`src/event_status_defines.vh`:
```
// Constants for the instrument event-status block
`ifndef EVENT_STATUS_DEFINES_VH
`define EVENT_STATUS_DEFINES_VH
// Register select codes for the query/command port
`define SEL_STATUS_BYTE      3'h0
`define SEL_SERVICE_MASK     3'h1
`define SEL_STANDARD_STATUS  3'h2
`define SEL_STANDARD_MASK    3'h3
`define SEL_MEASURE_STATUS   3'h4
`define SEL_MEASURE_MASK     3'h5
`define SEL_MONITOR_STATUS   3'h6
`define SEL_MONITOR_MASK     3'h7
// Standard event status bit positions
`define STD_OPC_BIT   0
`define STD_RQC_BIT   1
`define STD_QYE_BIT   2
`define STD_DDE_BIT   3
`define STD_EXE_BIT   4
`define STD_CME_BIT   5
`define STD_URQ_BIT   6
`define STD_PON_BIT   7
// Status byte bit positions
`define STB_MEAS_BIT  0
`define STB_MON_BIT   1
`define STB_MAV_BIT   4
`define STB_ESB_BIT   5
`define STB_MSS_BIT   6
// Usable bits of the device-specific event registers
`define MEASURE_USED  8'h7F
`define MONITOR_USED  8'h0F
`define MASK_RESET    8'h00
`endif

```
`src/instrument_event_status.v`:
```
// Event-status and interface-message logic of the remote-control port
//
// Summary of operation
// - Status byte bit 5 is masked standard OR
// - Standard register clears on clear, query, power-up
// - Power-on flag bit 7 set at power-up
// - Device-dependent error bit 3 never used
// - Command error sets bit 5, discards message
// - Execution error sets bit 4
// - Query error sets bit 2, clears output queue
// - Operation complete sets bit 0 when idle
// - Standard mask bits gate the summary
// - Status byte bit 0 is masked measurement OR
// - Status byte bit 1 is masked monitor OR
// - Device registers clear on clear, query, power-up
// - Measurement register bit meanings, bit 7 unused
// - Monitor register bit meanings, bits 7-4 unused
// - Event registers read-only, masks read-write
// - Go-to-local leaves remote state
// - Local lockout disables all panel keys
// - Device clear empties input and output
// - Group trigger runs exactly one sampling
// - Rising enabled status bit sets summary, request only while remote enable is high
// - Status bit 4 follows output queue not empty
`timescale 1ns/1ps
`include "event_status_defines.vh"

module instrument_event_status (
   input  wire       clock,
   input  wire       resetn,
   // Register access from the command parser
   input  wire [2:0] regSelect,
   input  wire       regWrite,
   input  wire       regRead,
   input  wire [7:0] regWriteData,
   output reg  [7:0] regReadData,
   output reg        regReadValid,
   input  wire       clearStatusCmd,
   // Event sources
   input  wire       commandError,
   input  wire       executionError,
   input  wire       queueEmptyRead,
   input  wire       queueOverflow,
   input  wire       queueDataLost,
   input  wire       newCommandWhilePending,
   input  wire       opcCommand,
   input  wire       priorMessagesBusy,
   input  wire [7:0] measureEvents,
   input  wire [7:0] monitorEvents,
   input  wire       outputQueueNotEmpty,
   // Interface messages
   input  wire       remoteEnable,
   input  wire       goToLocalMsg,
   input  wire       localLockoutMsg,
   input  wire       deviceClearMsg,
   input  wire       selectedClearMsg,
   input  wire       groupTriggerMsg,
   input  wire       serialPoll,
   // Effects and status
   output reg        discardToTerminator,
   output reg        clearOutputQueue,
   output reg        clearInputBuffer,
   output reg        triggerSample,
   output reg        remoteState,
   output reg        keysLocked,
   output reg        serviceRequest,
   output reg  [7:0] statusByte
);

   //----------------------------------------------------------------
   // State
   //----------------------------------------------------------------
   reg [7:0] standardStatus_reg;
   reg [7:0] standardMask_reg;
   reg [7:0] measureStatus_reg;
   reg [7:0] measureMask_reg;
   reg [7:0] monitorStatus_reg;
   reg [7:0] monitorMask_reg;
   reg [7:0] serviceMask_reg;
   reg       opcPending_reg;
   reg       powerOn_reg;
   reg [7:0] stbRaw_reg;
   reg       masterSummary_reg;

   // Masked OR of a register against its enable
   function anyMasked;
      input [7:0] value;
      input [7:0] mask;
      begin
         anyMasked = |(value & mask);
      end
   endfunction

   wire readStd  = regRead && (regSelect == `SEL_STANDARD_STATUS);
   wire readMeas = regRead && (regSelect == `SEL_MEASURE_STATUS);
   wire readMon  = regRead && (regSelect == `SEL_MONITOR_STATUS);
   wire queryErr = queueEmptyRead | queueOverflow | queueDataLost | newCommandWhilePending;
   wire devClear = deviceClearMsg | selectedClearMsg;

   // Unused positions are masked before they can latch
   wire [7:0] measSet = measureEvents & `MEASURE_USED;
   wire [7:0] monSet  = monitorEvents & `MONITOR_USED;

   //----------------------------------------------------------------
   // Remote enable line synchroniser
   //----------------------------------------------------------------
   // The enable level comes straight off the bus cable, so it passes
   // three flops and a new level is taken only when the last two agree.
   // This costs four clocks of latency, far below any message spacing.
   reg [2:0] renSync_reg;
   reg       renLevel_reg;
   always @(posedge clock or negedge resetn) begin
      if (!resetn) begin
         renSync_reg  <= 3'h0;
         renLevel_reg <= 1'b0;
      end else begin
         renSync_reg <= {renSync_reg[1:0], remoteEnable};
         if (renSync_reg[1] == renSync_reg[2]) begin
            renLevel_reg <= renSync_reg[2];
         end
      end
   end

   //----------------------------------------------------------------
   // Standard event bits set this cycle
   //----------------------------------------------------------------
   reg [7:0] stdSet;
   always @* begin
      stdSet = 8'h00;
      stdSet[`STD_PON_BIT] = powerOn_reg;
      stdSet[`STD_CME_BIT] = commandError;
      stdSet[`STD_EXE_BIT] = executionError;
      stdSet[`STD_QYE_BIT] = queryErr;
      stdSet[`STD_OPC_BIT] = opcPending_reg & ~priorMessagesBusy;
      // Bits 6, 3 and 1 are never set
   end

   //----------------------------------------------------------------
   // Power-on flag and operation-complete tracking
   //----------------------------------------------------------------
   // The flag is high for the first clock after reset only, so the
   // power-on bit lands exactly once per power cycle
   always @(posedge clock or negedge resetn) begin
      if (!resetn) begin
         powerOn_reg    <= 1'b1;
         opcPending_reg <= 1'b0;
      end else begin
         powerOn_reg <= 1'b0;
         // Completion waits until earlier messages drain
         if (opcCommand) begin
            opcPending_reg <= 1'b1;
         end else if (!priorMessagesBusy) begin
            opcPending_reg <= 1'b0;
         end
      end
   end

   //----------------------------------------------------------------
   // Standard event register: set beats clear so no event is lost
   //----------------------------------------------------------------
   // A query returns the old value and reloads with this cycle's events
   always @(posedge clock or negedge resetn) begin
      if (!resetn) begin
         standardStatus_reg <= 8'h00;
      end else if (clearStatusCmd || readStd) begin
         standardStatus_reg <= stdSet;
      end else begin
         standardStatus_reg <= standardStatus_reg | stdSet;
      end
   end

   //----------------------------------------------------------------
   // Measurement event register
   //----------------------------------------------------------------
   // Bits latch until a query or clear status, even if the source drops
   always @(posedge clock or negedge resetn) begin
      if (!resetn) begin
         measureStatus_reg <= 8'h00;
      end else if (clearStatusCmd || readMeas) begin
         measureStatus_reg <= measSet;
      end else begin
         measureStatus_reg <= measureStatus_reg | measSet;
      end
   end

   //----------------------------------------------------------------
   // Monitor event register
   //----------------------------------------------------------------
   // Same latching as the measurement register; upper nibble stays zero
   always @(posedge clock or negedge resetn) begin
      if (!resetn) begin
         monitorStatus_reg <= 8'h00;
      end else if (clearStatusCmd || readMon) begin
         monitorStatus_reg <= monSet;
      end else begin
         monitorStatus_reg <= monitorStatus_reg | monSet;
      end
   end

   //----------------------------------------------------------------
   // Mask registers, written only by their own commands
   //----------------------------------------------------------------
   always @(posedge clock or negedge resetn) begin
      if (!resetn) begin
         serviceMask_reg  <= `MASK_RESET;
         standardMask_reg <= `MASK_RESET;
         measureMask_reg  <= `MASK_RESET;
         monitorMask_reg  <= `MASK_RESET;
      end else if (regWrite) begin
         case (regSelect)
            `SEL_SERVICE_MASK:  serviceMask_reg  <= regWriteData;
            `SEL_STANDARD_MASK: standardMask_reg <= regWriteData;
            `SEL_MEASURE_MASK:  measureMask_reg  <= regWriteData;
            `SEL_MONITOR_MASK:  monitorMask_reg  <= regWriteData;
            default: ;  // Status registers ignore writes
         endcase
      end
   end

   //----------------------------------------------------------------
   // Status byte: summaries registered, MSS latched on rising edge
   //----------------------------------------------------------------
   reg [7:0] stbNext;
   always @* begin
      stbNext = 8'h00;
      stbNext[`STB_MEAS_BIT] = anyMasked(measureStatus_reg, measureMask_reg);
      stbNext[`STB_MON_BIT]  = anyMasked(monitorStatus_reg, monitorMask_reg);
      stbNext[`STB_MAV_BIT]  = outputQueueNotEmpty;
      stbNext[`STB_ESB_BIT]  = anyMasked(standardStatus_reg, standardMask_reg);
   end

   // Only a 0-to-1 change of an enabled bit raises a request
   wire [7:0] stbRise = stbNext & ~stbRaw_reg & serviceMask_reg;

   // A fresh rise wins over a clear status in the same cycle
   wire       mssNext = (|stbRise) | (masterSummary_reg & ~clearStatusCmd);

   // Registered summaries; bit 6 carries the latched master summary
   always @(posedge clock or negedge resetn) begin
      if (!resetn) begin
         stbRaw_reg        <= 8'h00;
         masterSummary_reg <= 1'b0;
         statusByte        <= 8'h00;
      end else begin
         stbRaw_reg        <= stbNext;
         masterSummary_reg <= mssNext;
         statusByte        <= {stbNext[7], mssNext, stbNext[5:0]};
      end
   end

   // The request line clears on a poll, while the master summary
   // stays until clear status; no request goes out while remote enable is low
   always @(posedge clock or negedge resetn) begin
      if (!resetn) begin
         serviceRequest <= 1'b0;
      end else if (|stbRise) begin
         serviceRequest <= renLevel_reg;
      end else if (serialPoll || clearStatusCmd) begin
         serviceRequest <= 1'b0;
      end
   end

   //----------------------------------------------------------------
   // Read port: one-cycle answer
   //----------------------------------------------------------------
   always @(posedge clock or negedge resetn) begin
      if (!resetn) begin
         regReadData  <= 8'h00;
         regReadValid <= 1'b0;
      end else begin
         regReadValid <= regRead;
         if (regRead) begin
            case (regSelect)
               `SEL_STATUS_BYTE:     regReadData <= statusByte;
               `SEL_SERVICE_MASK:    regReadData <= serviceMask_reg;
               `SEL_STANDARD_STATUS: regReadData <= standardStatus_reg;
               `SEL_STANDARD_MASK:   regReadData <= standardMask_reg;
               `SEL_MEASURE_STATUS:  regReadData <= measureStatus_reg;
               `SEL_MEASURE_MASK:    regReadData <= measureMask_reg;
               `SEL_MONITOR_STATUS:  regReadData <= monitorStatus_reg;
               `SEL_MONITOR_MASK:    regReadData <= monitorMask_reg;
               default:              regReadData <= 8'h00;
            endcase
         end
      end
   end

   //----------------------------------------------------------------
   // Interface messages and error effects (one-cycle pulses)
   //----------------------------------------------------------------
   // Each effect is a single-cycle pulse one clock after its cause,
   // so one trigger message can never start two samplings
   always @(posedge clock or negedge resetn) begin
      if (!resetn) begin
         discardToTerminator <= 1'b0;
         clearOutputQueue    <= 1'b0;
         clearInputBuffer    <= 1'b0;
         triggerSample       <= 1'b0;
      end else begin
         discardToTerminator <= commandError;
         clearOutputQueue    <= queryErr | devClear;
         clearInputBuffer    <= devClear;
         triggerSample       <= groupTriggerMsg;
      end
   end

   //----------------------------------------------------------------
   // Remote and lockout state
   //----------------------------------------------------------------
   // Lockout holds while remote enable stays asserted; dropping the
   // enable line frees the keys and forces local operation
   always @(posedge clock or negedge resetn) begin
      if (!resetn) begin
         keysLocked <= 1'b0;
      end else if (!renLevel_reg) begin
         keysLocked <= 1'b0;
      end else if (localLockoutMsg) begin
         keysLocked <= 1'b1;
      end
   end

   // Lockout sets remote; go-to-local leaves the keys locked
   always @(posedge clock or negedge resetn) begin
      if (!resetn) begin
         remoteState <= 1'b0;
      end else if (goToLocalMsg || !renLevel_reg) begin
         remoteState <= 1'b0;
      end else if (localLockoutMsg) begin
         remoteState <= 1'b1;
      end
   end

endmodule // instrument_event_status

```
`config.mk`:
```
export PLATFORM = sky130hd
export DESIGN_NAME = instrument_event_status
export DESIGN_NICKNAME = d
export VERILOG_FILES = /design/src/instrument_event_status.v
export VERILOG_INCLUDE_DIRS = /design/src
export SDC_FILE = /design/constraint.sdc
export NUM_CORES = 1
export LEC_CHECK = 0
export ABC_CLOCK_PERIOD_IN_PS = 4850
export BUFFER_PORTS_ARGS = -buffer_cell sky130_fd_sc_hd__buf_2
export CORE_UTILIZATION = 35
export CTS_BUF_LIST = sky130_fd_sc_hd__clkbuf_8
export DETAILED_ROUTE_END_ITERATION = 8
export PLACE_DENSITY = 0.56
export SLEW_MARGIN = 20
export SYNTH_ARGS = -nofsm -noshare
export SYNTH_HDL_FRONTEND = slang
export SYNTH_SLANG_ARGS = --single-unit
```
`constraint.sdc`:
```
create_clock -name clock -period 4.85 [get_ports clock]
set_input_delay 0.2425 -clock clock [delete_from_list [all_inputs] [get_ports clock]]
set_output_delay 0.2425 -clock clock [all_outputs]
set_load 0.02 [all_outputs]
```
==> summary.txt, run 1 <==
Status
  – Status: complete, but fails checks
  – Failing checks: design-rule violations

STA
  – # setup viols final: 0
  – Final Hold Viols: 0
  – Fin. max-slew vios: 0
  – Hold slack: 0.3330 ps
  – Minimum clock period: 1854 ps
  – Skew final: 9.071 ps
  – Tcrit/Tclk final: 38.24%
  – Setup TNS: 0 ps
  – Tightest Pin Transition: 949.0 ps
  – Slew HR: 36.73%
  – FMAX: 0.5393 GHz
  – RSZ-0062 raised after global routing: false

Floorplan
  – Initial Util: 36.71%
  – Ports: 72
  – Core Box Area: 0.008848 mm^2
  – Std-Cell Rows: 34
  – DIE WIDTH: 98.34 um
  – Die ar.: 0.009670 mm^2
  – Die H: 98.34 um

Routing
  – Initial DRC count: 169
  – DR pass1 iterations: 8
  – Routed vias/inst: 5.241
  – Detail Route Antenna Nets: 0
  – Total Routed Length: 7.579 mm
  – Vias: 2301
  – Remaining DRCs: 2
  – DR WL/cell: 17.26 um

Setup path
  – R2r setup slk: 3010 ps
  – RR Startpoint: measureStatus_reg[6]
  – Req. time, crit path: 5080 ps
  – CP endpoint kind: flip-flop
  – Worst setup SP type: primary input
  – Crit path kind: primary input to flip-flop
  – Crit path DAT: 2090 ps
  – Reg2Reg Depth: 5
  – Worst-path fanout max: 23
  – Reg2reg end: serviceRequest

Power and ir drop
  – P_sw: 0.0004517 W
  – Clock power share: 33.4%
  – PD cells: 416.3 mW/mm^2
  – Int Pwr: 0.001163 W
  – Net Sw Frac: 27.96%
  – Leakage: 1.776 nW
  – VDD IR max: 0.1349 mV
  – Combinational Power Share: 17.8%
  – Sequential power share: 48.8%

Global routing
  – Global-route wire length before repair: 12.48 mm
  – Gr usage total: 17.04%
  – Initial antenna violation count: 0
  – Number of global-route vias before repair: 2368
  – Grt ovf: 0
  – Largest net degree at the start of global routing: 76

Logic synthesis
  – Synth unique cells: 43
  – Syn avg cell area: 12.40 um^2
  – Number of synthesis warnings: 0
  – Gate Count Post-Synth: 262
  – Area share of the largest cell type after synthesis: 57.01%
  – EDFF count, synth: 0
  – Top cells by count, synth: 74 x dfrtp_1, 35 x mux2_2, 15 x nand2_1
  – Top-count cell post-synth: dfrtp_1
  – Share of flip-flops with an asynchronous set or reset: 100.0%
  – Mapped Area: 0.003248 mm^2
  – Sequential share of the synthesized area: 57.82%
  – Top cells by area, synth: dfrtp_1 57%, mux2_2 12%, a21o_1 3.2%
  – Predominant post-synthesis flop cell: dfrtp_1
  – Post-synthesis register bit count: 75
  – Area leader, netlist: dfrtp_1

Layout
  – Final net count: 374
  – Final non-filler cell total: 439
  – Share of cells above drive strength 1: 36.56%
  – Multi-input logic area: 0.001247 mm^2
  – Sequential Area: 0.001878 mm^2
  – Antenna diode count: 0
  – Filler instances: 859
  – Area Growth Syn to Fin: 19.45%

Clocking
  – Post-cts resize count: 0
  – Number of clock sinks: 75
  – Postcts setup bufs: 0
  – Clk root buf: clkbuf_8
  – Worst-skew pair later-pin latency: 350 ps
  – CTS Buffer Depth: 2
  – CTS Buf Count: 9
  – # H-tree levels: 3
  – Clock transition at path regs: 70 ps
  – CTS tree: yes

Min path
  – Hold Crit Class: primary input to asynchronous set/reset pin

Place
  – DP Cell Count: 420
  – Port Buffers: 63
  – Dpl hpwl: 5.229 mm
  – Placer Congestion: 0.8255

Flow run
  – Max-cap violation count: 0
[worst max path at each step]
stage,start,endpoint,slack [ps],depth (start not counted)
floorplan,measureStatus_reg[6],serviceRequest,3310,5
global placement,regSelect[0],serviceMask_reg[3],2620,4
detailed placement,regSelect[0],serviceMask_reg[3],2620,4
CTS,regSelect[0],serviceMask_reg[3],3000,4
global route,regSelect[0],serviceMask_reg[3],2870,4
finish,regSelect[0],serviceMask_reg[3],3000,4
[cell type report]
| class | instances | area share, % |
|---|---|---|
| Tap cell | 108 | 3.483 |
| Clock inverter | 6 | 2.290 |
| Timing Repair Buffer | 66 | 8.965 |
| Sequential cell | 75 | 48.40 |
| Inverter | 12 | 1.161 |
| Multi-Input combinational cell | 162 | 32.15 |
| Clock buffer | 10 | 3.547 |
[critical path, stage by stage]
cell and delay [ps]:
buf_2 380, nor2b_1 480, and3b_1 580, mux2_2 400
[cell usage in the layout (no fill, tap or decap), types with 3 or more instances in the layout]
| cell | instances |
|---|---|
| dfrtp_1 | 74 |
| buf_2 | 62 |
| mux2_2 | 35 |
| nand2_1 | 15 |
| a21o_1 | 14 |
| inv_1 | 12 |
| nor2_1 | 10 |
| a22oi_1 | 10 |
| clkbuf_8 | 10 |
| a21oi_1 | 7 |
| o21ai_0 | 7 |
| nor2b_1 | 6 |
| nand3b_1 | 6 |
| a221oi_1 | 5 |
| o221ai_1 | 5 |
| mux2i_1 | 4 |
| conb_1 | 4 |
| a31oi_1 | 3 |
| nand3_1 | 3 |
| dlygate4sd3_1 | 3 |
[metrics by stage]
step / power [W] / utilization (%) / setup slack [ps] / cell area (um^2)
floorplan: 0.0009820 / - / 3308 / 3259
global placement: 0.001079 / 40.95 / 2620 / 3623
global route: 0.001698 / 43.85 / 2871 / 3880
finish: 0.001615 / 43.85 / 2996 / 3880
detailed placement: 0.001088 / 40.95 / 2619 / 3623
CTS: 0.001632 / 43.85 / 2996 / 3880
[logic make-up (layout without fill, tap and decap cells)]
family,Yosys count,after routing,synth area share [%]
adder cells (fa/ha/maj),1,1,0.3082
AND/OR/NAND/NOR,49,49,7.897
flip-flops,75,75,57.82
AO/OA/AOI/OAI,67,67,15.22
multiplexers,41,41,14.52
other,1,4,0.1155
buffers and inverters,28,94,4.121
[per-layer routing]
metal | part of all wire, % | GRT usage [%]
met1 | 47 | 24.08
met2 | 47 | 25.89
met3 | 5.2 | 4.223
met4 | 1.1 | 5.166
met5 | 0 | 0
[power groups by stage]
stage               Sequential (W)  Clock (W)  Combinational (W)
floorplan                 0.000807          0           0.000175
global placement          0.000798          0           0.000282
detailed placement        0.000801          0           0.000287
CTS                       0.000789   0.000553           0.000290
global route              0.000802   0.000580           0.000317
finish                    0.000788   0.000540           0.000287
[repair_timing]
action                                  4_1_cts  5_1_grt
hold buffers                                  3        0
endpoints found under the setup margin        0        0
endpoints found under the hold margin         3        0
Power figures use the tool's default switching activity.
==> run 2: changes to the inputs <==
--- a/config.mk
+++ b/config.mk
@@ -6,7 +6,7 @@
 export SDC_FILE = /design/constraint.sdc
 export NUM_CORES = 1
 export LEC_CHECK = 0
-export ABC_CLOCK_PERIOD_IN_PS = 4850
+export ABC_CLOCK_PERIOD_IN_PS = 1900
 export BUFFER_PORTS_ARGS = -buffer_cell sky130_fd_sc_hd__buf_2
 export CORE_UTILIZATION = 35
 export CTS_BUF_LIST = sky130_fd_sc_hd__clkbuf_8
==> constraint.sdc (replaced) <==
create_clock -name clock -period 1.9 [get_ports clock]
set_input_delay 0.095 -clock clock [delete_from_list [all_inputs] [get_ports clock]]
set_output_delay 0.095 -clock clock [all_outputs]
set_load 0.02 [all_outputs]
==> run 2 against run 1 <==
  * The flow still finishes with violations (design-rule violations)
  * Core utilization up 3.2 points
  * Final area grew 7.4%
  * Critical path depth rose by 1
  * Flip-flop and latch count is the same
  * Global-route usage increased by 0.66 points
==> summary.txt, run 2 (synthesized netlist as in run 1, its figures left out) <==
Power and ir drop
  – Total power: 0.003840 W (+140%)
  – Leakage: 1.935 nW (+9.0%)
  – PD cells: 921.7 mW/mm^2 (+120%)
  – VDD IR max: 0.3584 mV (+170%)

Routing
  – Detail Route Antenna Nets: 0 (unchanged)
  – Vias: 2455 (+6.7%)
  – Initial DRC count: 131 (-22%)
  – Remaining DRCs: 3 (+1)
  – Met1 wire length: 3.823 mm (+7.2%)
  – Total Routed Length: 7.953 mm (+4.9%)
  – Met3 WL: 431 um (+9.1%)
  – Met2 Wirelength: 3.621 mm (+2.5%)
  – DR WL/cell: 16.67 um (-3.4%)
  – Max Used Layer: met4
  – Routed vias/inst: 5.147 (-1.8%)
  – DR pass1 iterations: 6 (-2)

Clocking
  – Worst-skew pair later-pin latency: 340 ps (about the same)
  – CTS Buf Count: 9 (unchanged)
  – Number of clock sinks: 75 (unchanged)
  – Clk root buf: clkbuf_8
  – # H-tree levels: 3 (unchanged)
  – Postcts setup bufs: 0 (unchanged)
  – CTS Buffer Depth: 2 (unchanged)
  – CTS tree: yes
  – Clock transition at path regs: 80 ps (about the same)

Status
  – Status: complete, but fails checks
  – Failing checks: design-rule violations

Global routing
  – Global-route wire length before repair: 12.97 mm (+3.9%)
  – Number of global-route vias before repair: 2416 (+2.0%)
  – Initial antenna violation count: 0 (unchanged)
  – Largest net degree at the start of global routing: 49 (-36%)
  – Grt ovf: 0 (unchanged)
  – Gr usage total: 17.70% (+0.66 points)

Layout
  – Share of cells above drive strength 1: 36.04% (-0.51 points)
  – Commonest non-fill, non-tap cell in the layout: dfrtp_1
  – Antenna diode count: 0 (unchanged)
  – Area Growth Syn to Fin: 28.27%
  – Most frequent cells in the layout: 74 x dfrtp_1, 62 x buf_2, 35 x mux2_2, 27 x dlygate4sd3_1, 16 x buf_4
  – Design area: 0.004167 mm^2 (+7.4%)
  – Final net count: 413 (+10%)

STA
  – Final Hold Viols: 0 (unchanged)
  – Tcrit/Tclk final: 92.97%
  – Fin. max-slew vios: 0 (unchanged)
  – Skew final: 11.33 ps (+2.256 ps)
  – Setup TNS: 0 ps (unchanged)
  – Hold slack: 11.07 ps (+10.73 ps)
  – FMAX: 0.5661 GHz
  – Minimum clock period: 1766 ps
  – Tightest Pin Transition: 623.4 ps (-325.6 ps)
  – # setup viols final: 0 (unchanged)
  – RSZ-0062 raised after global routing: false
  – Slew HR: 58.44% (+22 points)

Min path
  – WHS Endpoint: serviceMask_reg[6]
  – Hold Path Origin: regWriteData[6]
  – Hold Crit Class: primary input to flip-flop
  – Hold Path Depth: 3

Setup path
  – RR Startpoint: measureStatus_reg[6]
  – CP endpoint kind: flip-flop
  – Reg2reg end: serviceRequest
  – Req. time, crit path: 2130 ps (-2950 ps)
  – Worst-path fanout max: 3 (-87%)
  – R2r setup slk: 130 ps (-2880 ps)
  – Reg2Reg Depth: 5 (unchanged)
  – Crit path DAT: 1990 ps (-100 ps)
  – Worst setup SP type: flip-flop
  – Crit path kind: flip-flop to flip-flop

Place
  – Placer Congestion: 0.8271 (+0.19%)
  – Dpl hpwl: 5.628 mm (+7.6%)
  – Port Buffers: 63 (unchanged)
  – Placement-stage cell area: 0.003736 mm^2 (+3.1%)

Floorplan
  – Ports: 72 (unchanged)
  – Die H: 98.34 um (unchanged)
  – Die ar.: 0.009670 mm^2 (unchanged)
  – Core Box Area: 0.008848 mm^2 (unchanged)
  – Initial Util: 36.71% (unchanged)
  – Std-Cell Rows: 34 (unchanged)
  – DIE WIDTH: 98.34 um (unchanged)

Flow run
  – Max-cap violation count: 0 (unchanged)
run 2: area by class of cell:
cell class	instances	area [um^2]
Tap cell	108	135.1
Sequential cell	75	1878
Inverter	12	45.04
Timing Repair Buffer	105	700.7
Multi-Input combinational cell	162	1247
Fill cell	860	4682
Clock buffer	10	137.6
Clock inverter	5	22.52
run 2: metrics by stage:
| stage | cells | util [%] | worst slack [ps] |
|---|---|---|---|
| 3_5_place_dp | 435 | 42.22 | 168.8 |
| 2_1_floorplan | 265 | - | 357.7 |
| 4_1_cts | 477 | 47.09 | 145.1 |
| 6_report | 477 | 47.09 | 133.5 |
| 5_1_grt | 477 | 47.09 | 8.712 |
| 3_3_place_gp | 435 | 42.22 | 180.8 |
run 2: metal layers:
layer | vias up | GRT usage, %
met4 | 0 | 6.200
met5 | - | 0
li1 | 1152 | -
met2 | 80 | 26.38
met3 | 6 | 3.722
met1 | 1217 | 25.54
run 2: power by group:
part / switching (W) / total [W] / leakage [nW] / internal [W]
logic: 0.000389 / 0.000791 / 0.972 / 0.000402
clock network: 0.000549 / 0.00104 / 0.0943 / 0.000486
registers: 0.000170 / 0.00201 / 0.869 / 0.00184
run 2: timing repair:
item	in CTS	in global routing
hold buffers	27	0
hold endpoints to repair	69	0
gates resized for setup	0	0
run 2: how the worst max path moves through the flow:
stage / slack (ps) / start / to / cells after the start
after floorplan: 360 / measureStatus_reg[6] / serviceRequest / 5
after global placement: 180 / measureStatus_reg[6] / serviceRequest / 5
after detailed placement: 170 / measureStatus_reg[6] / serviceRequest / 5
after CTS: 150 / measureStatus_reg[6] / serviceRequest / 5
after global routing: 9 / measureStatus_reg[6] / serviceRequest / 5
final: 130 / measureStatus_reg[6] / serviceRequest / 5
run 2: worst max-delay path, cell delays in order (launching register included):
cell	delay, ps
dfrtp_1	410
a222oi_1	360
nand3_1	190
a32oi_1	230
nand3_1	140
mux2_4	310
